[config.mk]
export PLATFORM = sky130hd
export DESIGN_NAME = afpm_frame_ctrl
export DESIGN_NICKNAME = d
export VERILOG_FILES = /design/src/afpm_fifo.sv /design/src/afpm_frame_ctrl.sv
export SDC_FILE = /design/constraint.sdc
export NUM_CORES = 1
export LEC_CHECK = 0
export ABC_AREA = 1
export BUFFER_PORTS_ARGS = -buffer_cell sky130_fd_sc_hd__buf_2
export CORE_ASPECT_RATIO = 0.9
export CORE_MARGIN = 10
export CORE_UTILIZATION = 35
export CTS_CLUSTER_DIAMETER = 80
export CTS_CLUSTER_SIZE = 25
export DETAILED_ROUTE_END_ITERATION = 8
export PLACE_DENSITY = 0.49
export REMOVE_ABC_BUFFERS = 1
export SLEW_MARGIN = 40
export SYNTH_ARGS = -nofsm -noshare
export SYNTH_HDL_FRONTEND = slang
export SYNTH_SLANG_ARGS = --single-unit
[constraint.sdc]
create_clock -name clk -period 3.7 [get_ports clk]
set_input_delay 0.74 -clock clk [delete_from_list [all_inputs] [get_ports clk]]
set_output_delay 0.74 -clock clk [all_outputs]
set_load 0.005 [all_outputs]
[src/afpm_fifo.sv]
// Package of shared constants and types, plus the sample FIFO.
// Assumes one clock domain; the converter core writes, framing logic reads.
`timescale 1ns/1ps
package afpm_pkg;
  // ------------------------------------------------------------
  // Frame edge counts
  // ------------------------------------------------------------
  localparam int CNT_W = 6;
  localparam logic [5:0] EDGE_PD_MIN = 6'h02;
  localparam logic [5:0] EDGE_AWAKE = 6'h0a;
  localparam logic [5:0] EDGE_WORD = 6'h10;
  localparam logic [5:0] EDGE_LAST = 6'h1f;
  localparam logic [5:0] EDGE_END = 6'h20;
  localparam logic [5:0] CNT_RST = 6'h00;
  // ------------------------------------------------------------
  // Word layout and buffer sizing
  // ------------------------------------------------------------
  localparam int RES_W = 12;
  localparam int FRAME_W = 32;
  localparam int FIFO_DEPTH = 16;
  localparam logic ID_FIRST = 1'b0;
  localparam logic ID_SECOND = 1'b1;
  localparam logic LEAD_ZERO = 1'b0;
  localparam logic [2:0] SYNC_RST = 3'h7;
  // Power modes, one-hot
  typedef enum logic [2:0] {
    MODE_NORMAL = 3'b001,
    MODE_PARTIAL = 3'b010,
    MODE_FULL = 3'b100
  } afpm_mode_type;
  // Frame sequencer states, one-hot
  typedef enum logic [2:0] {
    FR_IDLE = 3'b001,
    FR_SHIFT = 3'b010,
    FR_HOLD = 3'b100
  } afpm_frame_type;
  // One simultaneous result pair with its status
  typedef struct packed {
    logic rangeBit;
    logic chanBit;
    logic [RES_W-1:0] resA;
    logic [RES_W-1:0] resB;
  } afpm_sample_type;
  localparam int SAMPLE_W = $bits(afpm_sample_type);
endpackage

module afpm_fifo
  import afpm_pkg::*;
#(
  parameter int WIDTH = SAMPLE_W,
  parameter int DEPTH = FIFO_DEPTH
)(
  input wire logic clk, // System clock
  input wire logic rst_n, // Async reset, active low
  input wire logic [WIDTH-1:0] inWord, // Write data
  input wire logic inValid, // Write request
  output logic inReady, // Space available
  output logic [WIDTH-1:0] outWord, // Head data
  output logic outValid, // Head present
  input wire logic outReady // Head taken
);
  localparam int AW = $clog2(DEPTH);
  logic [WIDTH-1:0] mem [DEPTH];
  logic [AW:0] wrPtr_r;
  logic [AW:0] rdPtr_r;
  wire doWrite;
  wire doRead;
  // ------------------------------------------------------------
  // Full and empty from pointers with a wrap bit
  // ------------------------------------------------------------
  assign inReady = (wrPtr_r[AW] == rdPtr_r[AW]) || (wrPtr_r[AW-1:0] != rdPtr_r[AW-1:0]);
  assign outValid = (wrPtr_r != rdPtr_r);
  assign doWrite = inValid && inReady;
  assign doRead = outValid && outReady;
  assign outWord = mem[rdPtr_r[AW-1:0]];
  // Storage has no reset; only pointers need a defined value
  always_ff @(posedge clk)
  begin
    if (doWrite)
      mem[wrPtr_r[AW-1:0]] <= inWord;
  end
  // Pointer update
  always_ff @(posedge clk or negedge rst_n)
  begin
    if (!rst_n)
    begin
      wrPtr_r <= '0;
      rdPtr_r <= '0;
    end
    else
    begin
      if (doWrite)
        wrPtr_r <= wrPtr_r + 1'b1;
      if (doRead)
        rdPtr_r <= rdPtr_r + 1'b1;
    end
  end
endmodule

[src/afpm_frame_ctrl.sv]
// Conversion framing and power-mode control of a dual serial ADC.
// Assumes frame select and serial clock are pins from an external master,
// slow against clk, and that the converter core pushes result pairs.
// Function
// - Frame select falling starts conversion; count serial falls for the frame.
// - Release between tenth and sixteenth fall: stay powered, abort, tri-state.
// - One result takes sixteen serial cycles; master supplies them.
// - After sixteen cycles the line keeps driving while select stays low.
// - Another sixteen cycles shift the other converter's result on the same line.
// - Status bits before each result name the producing converter.
// - Tri-state the line on the thirty-second fall even if select stays low.
// - Release before the thirty-second fall tri-states at once.
// - Release between second and tenth fall: partial power-down, abort, tri-state.
// - Release before second fall keeps normal mode, ignoring glitches.
// - In partial power-down a frame start begins power-up as dummy frame.
// - Powered after the dummy frame; dummy data is marked invalid.
// - Dummy release between second and tenth fall enters full power-down.
// - Dummy release before second fall returns to partial power-down.
// - Word is leading zero, three status bits, twelve result bits, MSB first.
// - Converter identity bit is 0 for first, 1 for second converter.
`timescale 1ns/1ps
module afpm_frame_ctrl
  import afpm_pkg::*;
(
  input wire logic clk, // 200 MHz system clock
  input wire logic rst_n, // Async reset, active low
  input wire logic sclkPin, // Serial clock pin
  input wire logic frameSelNPin, // Frame select pin, active low
  input wire logic rangePin, // Input range select pin
  input wire logic chanSelPin, // Channel select pin
  input wire afpm_sample_type sampleIn, // Result pair from core
  input wire logic sampleValid, // Result pair offered
  output logic sampleReady, // Buffer can take it
  output logic convStart, // Pulse: sample and convert
  output logic convAbort, // Pulse: conversion cut short
  output logic convRange, // Range latched at frame start
  output logic convChan, // Channel latched at frame start
  output afpm_mode_type powerMode, // Current power mode
  output logic dataValid, // Frame carries valid data
  output logic resultLineAOut, // Result line A data
  output logic resultLineAOe, // Result line A driven
  output logic resultLineBOut, // Result line B data
  output logic resultLineBOe // Result line B driven
);
  // ------------------------------------------------------------
  // Pin synchronisers and edge detection
  // ------------------------------------------------------------
  logic [2:0] sclkSync_r;
  logic [2:0] selSync_r;
  logic [1:0] rangeSync_r;
  logic [1:0] chanSync_r;
  wire sclkFall;
  wire selFall;
  wire selRise;
  // Stage 0 feeds only stage 1; edges compare stages 1 and 2
  always_ff @(posedge clk or negedge rst_n)
  begin
    if (!rst_n)
    begin
      sclkSync_r <= SYNC_RST;
      selSync_r <= SYNC_RST;
      rangeSync_r <= '0;
      chanSync_r <= '0;
    end
    else
    begin
      sclkSync_r <= {sclkSync_r[1:0], sclkPin};
      selSync_r <= {selSync_r[1:0], frameSelNPin};
      rangeSync_r <= {rangeSync_r[0], rangePin};
      chanSync_r <= {chanSync_r[0], chanSelPin};
    end
  end
  assign sclkFall = sclkSync_r[2] && !sclkSync_r[1];
  assign selFall = selSync_r[2] && !selSync_r[1];
  assign selRise = !selSync_r[2] && selSync_r[1];

  // ------------------------------------------------------------
  // Result buffer between converter core and framing
  // ------------------------------------------------------------
  wire [SAMPLE_W-1:0] headWord;
  wire headValid;
  wire headPop;
  afpm_fifo #(
    .WIDTH(SAMPLE_W),
    .DEPTH(FIFO_DEPTH)
  ) u_fifo (
    .clk(clk),
    .rst_n(rst_n),
    .inWord(sampleIn),
    .inValid(sampleValid),
    .inReady(sampleReady),
    .outWord(headWord),
    .outValid(headValid),
    .outReady(headPop)
  );
  afpm_sample_type head;
  assign head = afpm_sample_type'(headWord);

  // ------------------------------------------------------------
  // Frame sequencer and mode state
  // ------------------------------------------------------------
  afpm_frame_type frame_r;
  afpm_frame_type frame_nxt;
  afpm_mode_type mode_r;
  afpm_mode_type mode_nxt;
  logic [CNT_W-1:0] edgeCnt_r;
  logic dummy_r;
  logic [FRAME_W-1:0] shiftA_r;
  logic [FRAME_W-1:0] shiftB_r;
  logic oe_r;
  logic valid_r;
  logic start_r;
  logic abort_r;
  logic range_r;
  logic chan_r;
  wire inFrame;
  wire lastFall;
  wire cntEarly;
  wire cntMid;
  wire isDummy;
  wire [FRAME_W-1:0] wordA;
  wire [FRAME_W-1:0] wordB;

  assign inFrame = (frame_r != FR_IDLE);
  // Falls only shift while words are still going out
  assign lastFall = (frame_r == FR_SHIFT) && sclkFall && (edgeCnt_r == EDGE_LAST);
  assign cntEarly = (edgeCnt_r < EDGE_PD_MIN);
  assign cntMid = (edgeCnt_r < EDGE_AWAKE);
  // dummy frame
  // Any frame begun outside normal mode is a power-up frame
  assign isDummy = (mode_r != MODE_NORMAL);
  // Pop only for a real conversion; a dummy leaves results queued
  assign headPop = selFall && !isDummy && headValid;

  assign wordA = {LEAD_ZERO, head.rangeBit, head.chanBit, ID_FIRST, head.resA,
                  LEAD_ZERO, head.rangeBit, head.chanBit, ID_SECOND, head.resB};
  assign wordB = {LEAD_ZERO, head.rangeBit, head.chanBit, ID_SECOND, head.resB,
                  LEAD_ZERO, head.rangeBit, head.chanBit, ID_FIRST, head.resA};

  // Frame state: start on select low, stop on release or after 32 falls
  always_comb
  begin
    frame_nxt = frame_r;
    case (frame_r)
      FR_IDLE:
        if (selFall)
          frame_nxt = FR_SHIFT;
      FR_SHIFT:
        if (selRise)
          frame_nxt = FR_IDLE;
        else if (lastFall)
          frame_nxt = FR_HOLD;
      FR_HOLD:
        if (selRise)
          frame_nxt = FR_IDLE;
      default:
        frame_nxt = FR_IDLE;
    endcase
  end

  // mode on release
  // Release count picks the new mode; nothing else moves it
  always_comb
  begin
    mode_nxt = mode_r;
    if (selRise && inFrame && !cntEarly)
      mode_nxt = cntMid ? (dummy_r ? MODE_FULL : MODE_PARTIAL) : MODE_NORMAL;
  end

  // Edge count saturates so idling low cannot wrap it
  // frame count
  always_ff @(posedge clk or negedge rst_n)
  begin
    if (!rst_n)
      edgeCnt_r <= CNT_RST;
    else if (selFall)
      edgeCnt_r <= CNT_RST;
    else if (inFrame && sclkFall && edgeCnt_r != EDGE_END)
      edgeCnt_r <= edgeCnt_r + 1'b1;
  end

  // State, mode and frame flags
  always_ff @(posedge clk or negedge rst_n)
  begin
    if (!rst_n)
    begin
      frame_r <= FR_IDLE;
      mode_r <= MODE_NORMAL;
      dummy_r <= 1'b0;
      valid_r <= 1'b0;
    end
    else
    begin
      frame_r <= frame_nxt;
      mode_r <= mode_nxt;
      if (selFall)
      begin
        dummy_r <= isDummy;
        valid_r <= !isDummy && headValid;
      end
    end
  end

  // sample at frame start
  // Range and channel are caught at the select edge for the core
  always_ff @(posedge clk or negedge rst_n)
  begin
    if (!rst_n)
    begin
      start_r <= 1'b0;
      abort_r <= 1'b0;
      range_r <= 1'b0;
      chan_r <= 1'b0;
    end
    else
    begin
      start_r <= selFall;
      abort_r <= selRise && inFrame && (edgeCnt_r < EDGE_WORD);
      if (selFall)
      begin
        range_r <= rangeSync_r[1];
        chan_r <= chanSync_r[1];
      end
    end
  end

  // one fall per bit
  // Shifting one 32-bit frame makes the other result trail the first
  always_ff @(posedge clk or negedge rst_n)
  begin
    if (!rst_n)
    begin
      shiftA_r <= '0;
      shiftB_r <= '0;
    end
    else if (selFall)
    begin
      shiftA_r <= wordA;
      shiftB_r <= wordB;
    end
    else if (frame_r == FR_SHIFT && sclkFall)
    begin
      shiftA_r <= {shiftA_r[FRAME_W-2:0], LEAD_ZERO};
      shiftB_r <= {shiftB_r[FRAME_W-2:0], LEAD_ZERO};
    end
  end

  // drive while select low, from frame start to release or last fall
  always_ff @(posedge clk or negedge rst_n)
  begin
    if (!rst_n)
      oe_r <= 1'b0;
    else if (selFall)
      oe_r <= 1'b1;
    else if (selRise || lastFall)
      oe_r <= 1'b0;
  end

  assign convStart = start_r;
  assign convAbort = abort_r;
  assign convRange = range_r;
  assign convChan = chan_r;
  assign powerMode = mode_r;
  assign dataValid = valid_r;
  assign resultLineAOut = shiftA_r[FRAME_W-1];
  assign resultLineBOut = shiftB_r[FRAME_W-1];
  assign resultLineAOe = oe_r;
  assign resultLineBOe = oe_r;
endmodule

# Yosys cells after proc, flatten, opt, wreduce, memory -nomap -nowiden
# Memories as Yosys holds them, arrays and structs flattened.
# Cells that the tools add are included.
[op_classes]
n_addsub = 3
order_cmp = 3
eq_ne = 13
n_mux = 17
reduce_logical = 26
[op_table]
columns = ["operator", "count"]
rows = [
  ["32-bit two-way mux", 4],
  ["3-bit two-way mux", 6],
  ["1-bit logical AND", 15],
  ["6-bit two-way mux", 2],
  ["5-bit by 1-bit adder with 5-bit output, second input constant", 2],
  ["3-bit one-hot mux with 3 select lines", 1],
  ["6-bit by 1-bit adder with 6-bit output, second input constant", 1],
  ["6-bit by 5-bit == test with 1-bit output, second input constant", 1],
  ["6-bit by 2-bit < comparator with 1-bit output, second input constant", 1],
  ["6-bit by 4-bit < comparator with 1-bit output, second input constant", 1],
  ["6-bit by 5-bit < comparator with 1-bit output, second input constant", 1],
  ["3-bit by 1-bit != test with 1-bit output, second input constant", 2],
  ["6-bit != test, second input constant", 1],
  ["2-bit nonzero test", 3],
  ["1-bit zero test", 5],
  ["5-bit != test", 1],
  ["1-bit two-way mux", 4],
  ["2-bit != test, second input constant", 2],
  ["4-bit != test", 1],
  ["3-bit by 1-bit == test with 1-bit output, second input constant", 1],
  ["3-bit by 2-bit == test with 1-bit output, second input constant", 1],
  ["3-bit == test, second input constant", 1],
  ["3-bit != test, second input constant", 1],
  ["3-bit AND reduction", 1],
  ["2 further kinds", 3],
]
[word_totals]
ff_bits = 103
ram_bits = 416
input_bits = 33
out_inout_bits = 13
elab_cells = 81
memories = 1
[mem_list]
columns = ["memory", "words", "width", "rd", "rd_clocked_by_memory_dff", "wr", "line", "rtl"]
rows = [
  ["u_fifo.mem", 16, 26, 1, 0, 1, "afpm_fifo.sv:63", "logic [WIDTH-1:0] mem [DEPTH];"],
]

# Logic depth before layout (Yosys ltp)
[logic_depth]
word_depth = 7
mapped_depth = 12
ltp_nobuf = 10

# Hierarchy
# From an unflattened synthesis, not the netlist that was laid out.
[hier_totals]
hier_cells = 1987
hier_area_um2 = 21486.9
[modules_own_cells]
columns = ["module", "instances", "cells_each", "area_each_um2", "seq_area_each_um2"]
rows = [
  ["afpm_fifo", 1, 1534, 17441.7, 12742.2],
  ["afpm_frame_ctrl", 1, 453, 4045.1, 2337.2],
]

# Worst setup path before layout
# Ideal clock, no wire load.
[synth_timing]
path_type = "flip-flop to flip-flop"
start = "register u_fifo.rdPtr_r[0]"
end = "memory u_fifo.mem[3][0] (netlist bit) (enable)"
setup_ps = 442
t_arrival_ps = 2839
t_required_ps = 3258
setup_slack_ps = 420
path_stages_with_launch = 7
period_less_slack_ps = 3280
path_cell_list = "dfrtp_1 -> buf_2 -> xor2_1 -> nor2_1 -> nand3_2 -> nand3_1 -> nor3_1"
[synth_between]
elab_chain_cells = 5
[synth_rtl]
columns = ["item", "line", "rtl"]
rows = [
  ["from (decl)", "afpm_fifo.sv:65", "logic [AW:0] rdPtr_r;"],
  ["from (signal assigned)", "afpm_fifo.sv:95", "rdPtr_r <= rdPtr_r + 1'b1;"],
  ["4-bit != test", "afpm_fifo.sv:71", "assign inReady = (wrPtr_r[AW] == rdPtr_r[AW]) || (wrPtr_r[AW-1:0] != rdPtr_r[AW-1:0]);"],
  ["1-bit logical OR", "afpm_fifo.sv:71", ""],
  ["named net sampleReady", "afpm_frame_ctrl.sv:33", "output logic sampleReady,"],
  ["1-bit logical AND", "afpm_fifo.sv:73", "assign doWrite = inValid && inReady;"],
  ["1-bit two-way mux", "afpm_fifo.sv:79", "if (doWrite)"],
  ["1-bit two-way mux (implied by the code)", "afpm_fifo.sv:80", "mem[wrPtr_r[AW-1:0]] <= inWord;"],
  ["to (decl)", "afpm_fifo.sv:63", ""],
]
# The timed path passes the listed nets, and every way through them passes these cells.

# Worst setup path after layout
[layout_timing]
start = "register u_fifo.rdPtr_r[0]"
end = "output sampleReady"
[layout_between]
elab_chain_cells = 2
[layout_rtl]
columns = ["item", "line"]
rows = [
  ["4-bit != test", "afpm_fifo.sv:71"],
  ["1-bit logical OR", "afpm_fifo.sv:71"],
  ["to (decl)", "afpm_frame_ctrl.sv:33"],
]
# No other way between the ends.

==> flow_summary.toml <==
[run_status]
result_of_the_run = "complete, no violations"

[placement]
place.detailed.hpwl_um = 32800
gp_congestion = 0.772
place.port_buffers = 45
place.detailed.instances = 3110
placed_area_um2 = 23900
post-place-ws_ns = 1.10

[clocking]
total_clock_sinks = 519
cts_hold_buf = 0
numCtsBuffers = 29
cts.htree.levels = 1
post_cts_resized = 0
path_clk_slew_ns = 0.10
clock_insertion_delay_worst_skew_ns = 0.59
postCtsSetupBuffers = 0
cts-root-to-sink-buffers = 3
cts-root-buf = "sky130_fd_sc_hd__clkbuf_16"
cts_tree = "done"

[worst_setup_path]
critical_path_class = "reg -> out"
critPathArrivalTime_ns = 1.83
worstPathRequired_ns = 2.96
crit_path_start_kind = "register"
path_max_fanout = 4
crit_path_end_kind = "output pin"
worstRegToRegCells = 7

[job]
maxCapViolations = 0

[sta]
final_hold_viol_count = 0
max_clock_freq_mhz = 389
rsz_0062_raised_after_global_routing = "false"
slew_at_the_pin_closest_to_its_max_slew_limit_ns = 0.993
clock_skew_ns = 0.0150
layout_worst_path_cycle_share = 0.695
worst_slew_margin_rel = 0.338
setup_total_negative_slack_ns = 0
postLayoutSetupSlackWorst_ns = 1.13
period_needed_ns = 2.57
setup_viol_count_final = 0
slew_limit_fails = 0

[synthesis]
synth-seq-area-share = 0.670
syn-cell-area_um2 = 22500
ys.flop_type = "sky130_fd_sc_hd__edfxtp_1"
post_synth_inst_count = 2268
avgSynthCellArea_um2 = 9.92
ys_async_sr_fraction = 0.198
synth_enable_flop_cells = 416
postSynthRegisterBits = 519
synth.lib_cells_used.distinct = 32
synthesis.yosys.warnings = 0

[floorplan]
die_height_um = 260
floorplan.io_pins = 46
initial_core_util = 0.352
die-width_um = 287
rows = 88
core_area_um2 = 63900
die_area_um2 = 74800

[global_route]
gr-total-overflow = 0
global_route_wire_length_before_repair_um = 86500
first_global_vias = 14626
grt_antenna_before_repair = 1
grt_usage = 0.147
pin_count_of_the_biggest_net_entering_global_routing = 140

[route]
detailedRoute.firstPassIterationCount = 5
drc_errors = 0
first_iter_violations = 1230
drt-total-wl_um = 55000
antenna_violating_nets_post_route = 0
route.detailed.vias_per_inst = 4.64
drt-wirelength-per-cell_um = 17.4
dr_total_vias = 14679

[cells_and_area]
layout_nets = 2328
layout-drive-gt1-share = 0.0788
finalNonFillerCells = 3164
stdcell_area_um2 = 24900
synthToLayoutAreaGrowth_pct = 10.5
n_antenna_cell = 0

[pwr]
power_density_nw_per_um2 = 491
ir_drop_mv = 0.299
power_leakage_nw = 10.7

[hold_path]
hold_class = "in -> async"
-- cells by family after synthesis --
kind of cell | count (synthesis) | share of synthesized area
xor gates and xnor gates | 11 | 0.00428
and+or+nand+nor | 1078 | 0.198
buffers and inverters | 505 | 0.0895
adders and majority gates | 7 | 0.00389
AOI/OAI and AO/OA | 148 | 0.0340
DFF | 519 | 0.670
-- through the flow --
| step | util | power, mW | hold slack, ns |
|---|---|---|---|
| floorplan | - | 8.09 | 0.331 |
| global placement | 0.373 | 8.71 | 0.336 |
| detailed placement | 0.374 | 8.76 | 0.338 |
| CTS | 0.388 | 12.4 | 0.204 |
| global route | 0.389 | 12.8 | 0.139 |
| finish | 0.389 | 12.2 | 0.113 |
-- metal layers --
| metal | wire length [µm] | global-route usage | part of all wire | vias up |
|---|---|---|---|---|
| met5 | 13 | 0 | 0.00024 | - |
| li1 | - | - | - | 7258 |
| met2 | 25800 | 0.245 | 0.47 | 243 |
| met3 | 1990 | 0.0183 | 0.036 | 57 |
| met4 | 1140 | 0.0307 | 0.021 | 2 |
| met1 | 26100 | 0.203 | 0.47 | 7119 |
-- power breakdown --
part	switching [mW]	total, mW	internal, mW
sequential	0.237	7.22	6.98
clock	2.00	3.59	1.59
combinational	1.00	1.41	0.405
total	3.24	12.2	8.98
-- Yosys cell counts (6+ instances only) --
cell type / count / share of area
sky130_fd_sc_hd__nor2_1: 106 / 0.018
sky130_fd_sc_hd__clkbuf_1: 28 / 0.0047
sky130_fd_sc_hd__dfrtp_1: 95 / 0.11
sky130_fd_sc_hd__ha_1: 7 / 0.0039
sky130_fd_sc_hd__edfxtp_1: 416 / 0.56
sky130_fd_sc_hd__nor3_1: 7 / 0.0016
sky130_fd_sc_hd__buf_2: 66 / 0.015
sky130_fd_sc_hd__inv_1: 391 / 0.065
sky130_fd_sc_hd__xor2_1: 10 / 0.0039
sky130_fd_sc_hd__nand2_1: 687 / 0.11
sky130_fd_sc_hd__o21ai_0: 79 / 0.018
sky130_fd_sc_hd__buf_1: 6 / 0.0010
sky130_fd_sc_hd__nand3_1: 265 / 0.059
sky130_fd_sc_hd__a21oi_1: 55 / 0.012
sky130_fd_sc_hd__dfstp_2: 8 / 0.0093
-- path summary, 6_finish.rpt --
| check | slack (ns) | startpoint | end |
|---|---|---|---|
| setup / recovery | 1.13 | u_fifo.rdPtr_r[0] | sampleReady |
| min in group clk | 0.24 | sclkPin | sclkSync_r[0] |
| max in group asynchronous | 2.91 | rst_n | shiftB_r[8] |
| hold reg to reg | 0.36 | chanSync_r[0] | chanSync_r[1] |
| hold / removal | 0.11 | rst_n | shiftB_r[7] |
| setup reg to reg | 1.23 | u_fifo.rdPtr_r[0] | u_fifo.mem[8][12] |
-- final cells by class --
class | instances | area, µm²
clock inverter | 17 | 184
fill | 6290 | 39000
timing repair buffer | 96 | 753
sequential | 519 | 15100
clock buffer | 35 | 748
multi-input combinational | 1244 | 5520
tap | 855 | 1070
inverter | 398 | 1500
-- worst max-delay path, cell delays in order (launching register included) --
cell and delay [ns]:
sky130_fd_sc_hd__dfrtp_4 0.54, sky130_fd_sc_hd__xor2_1 0.18, sky130_fd_sc_hd__nor2_1 0.22, sky130_fd_sc_hd__nand3_2 0.14, sky130_fd_sc_hd__buf_2 0.17
-- sequential cells by signal (all words and copies together), names as in the netlist, 5 cells and up --
name and cells:
u_fifo.mem 416, shiftB_r 32, u_fifo.rdPtr_r 5, u_fifo.wrPtr_r 5
shiftA_r 32, edgeCnt_r 6
-- placed cells by master, fill, tap and decap left out, drive strengths merged --
master / n
a21oi: 55
a31oi: 1
buf: 95
bufinv: 1
clkbuf: 36
clkinv: 7
clkinvlp: 1
dfrtp: 95
dfstp: 8
edfxtp: 416
ha: 7
inv: 406
nand2: 689
nand3: 266
nand4: 4
nor2: 109
nor3: 8
nor4: 1
o211ai: 5
o21ai: 83
o31ai: 4
or2: 1
xnor2: 1
xor2: 10
(Power assumes the default switching activity.)
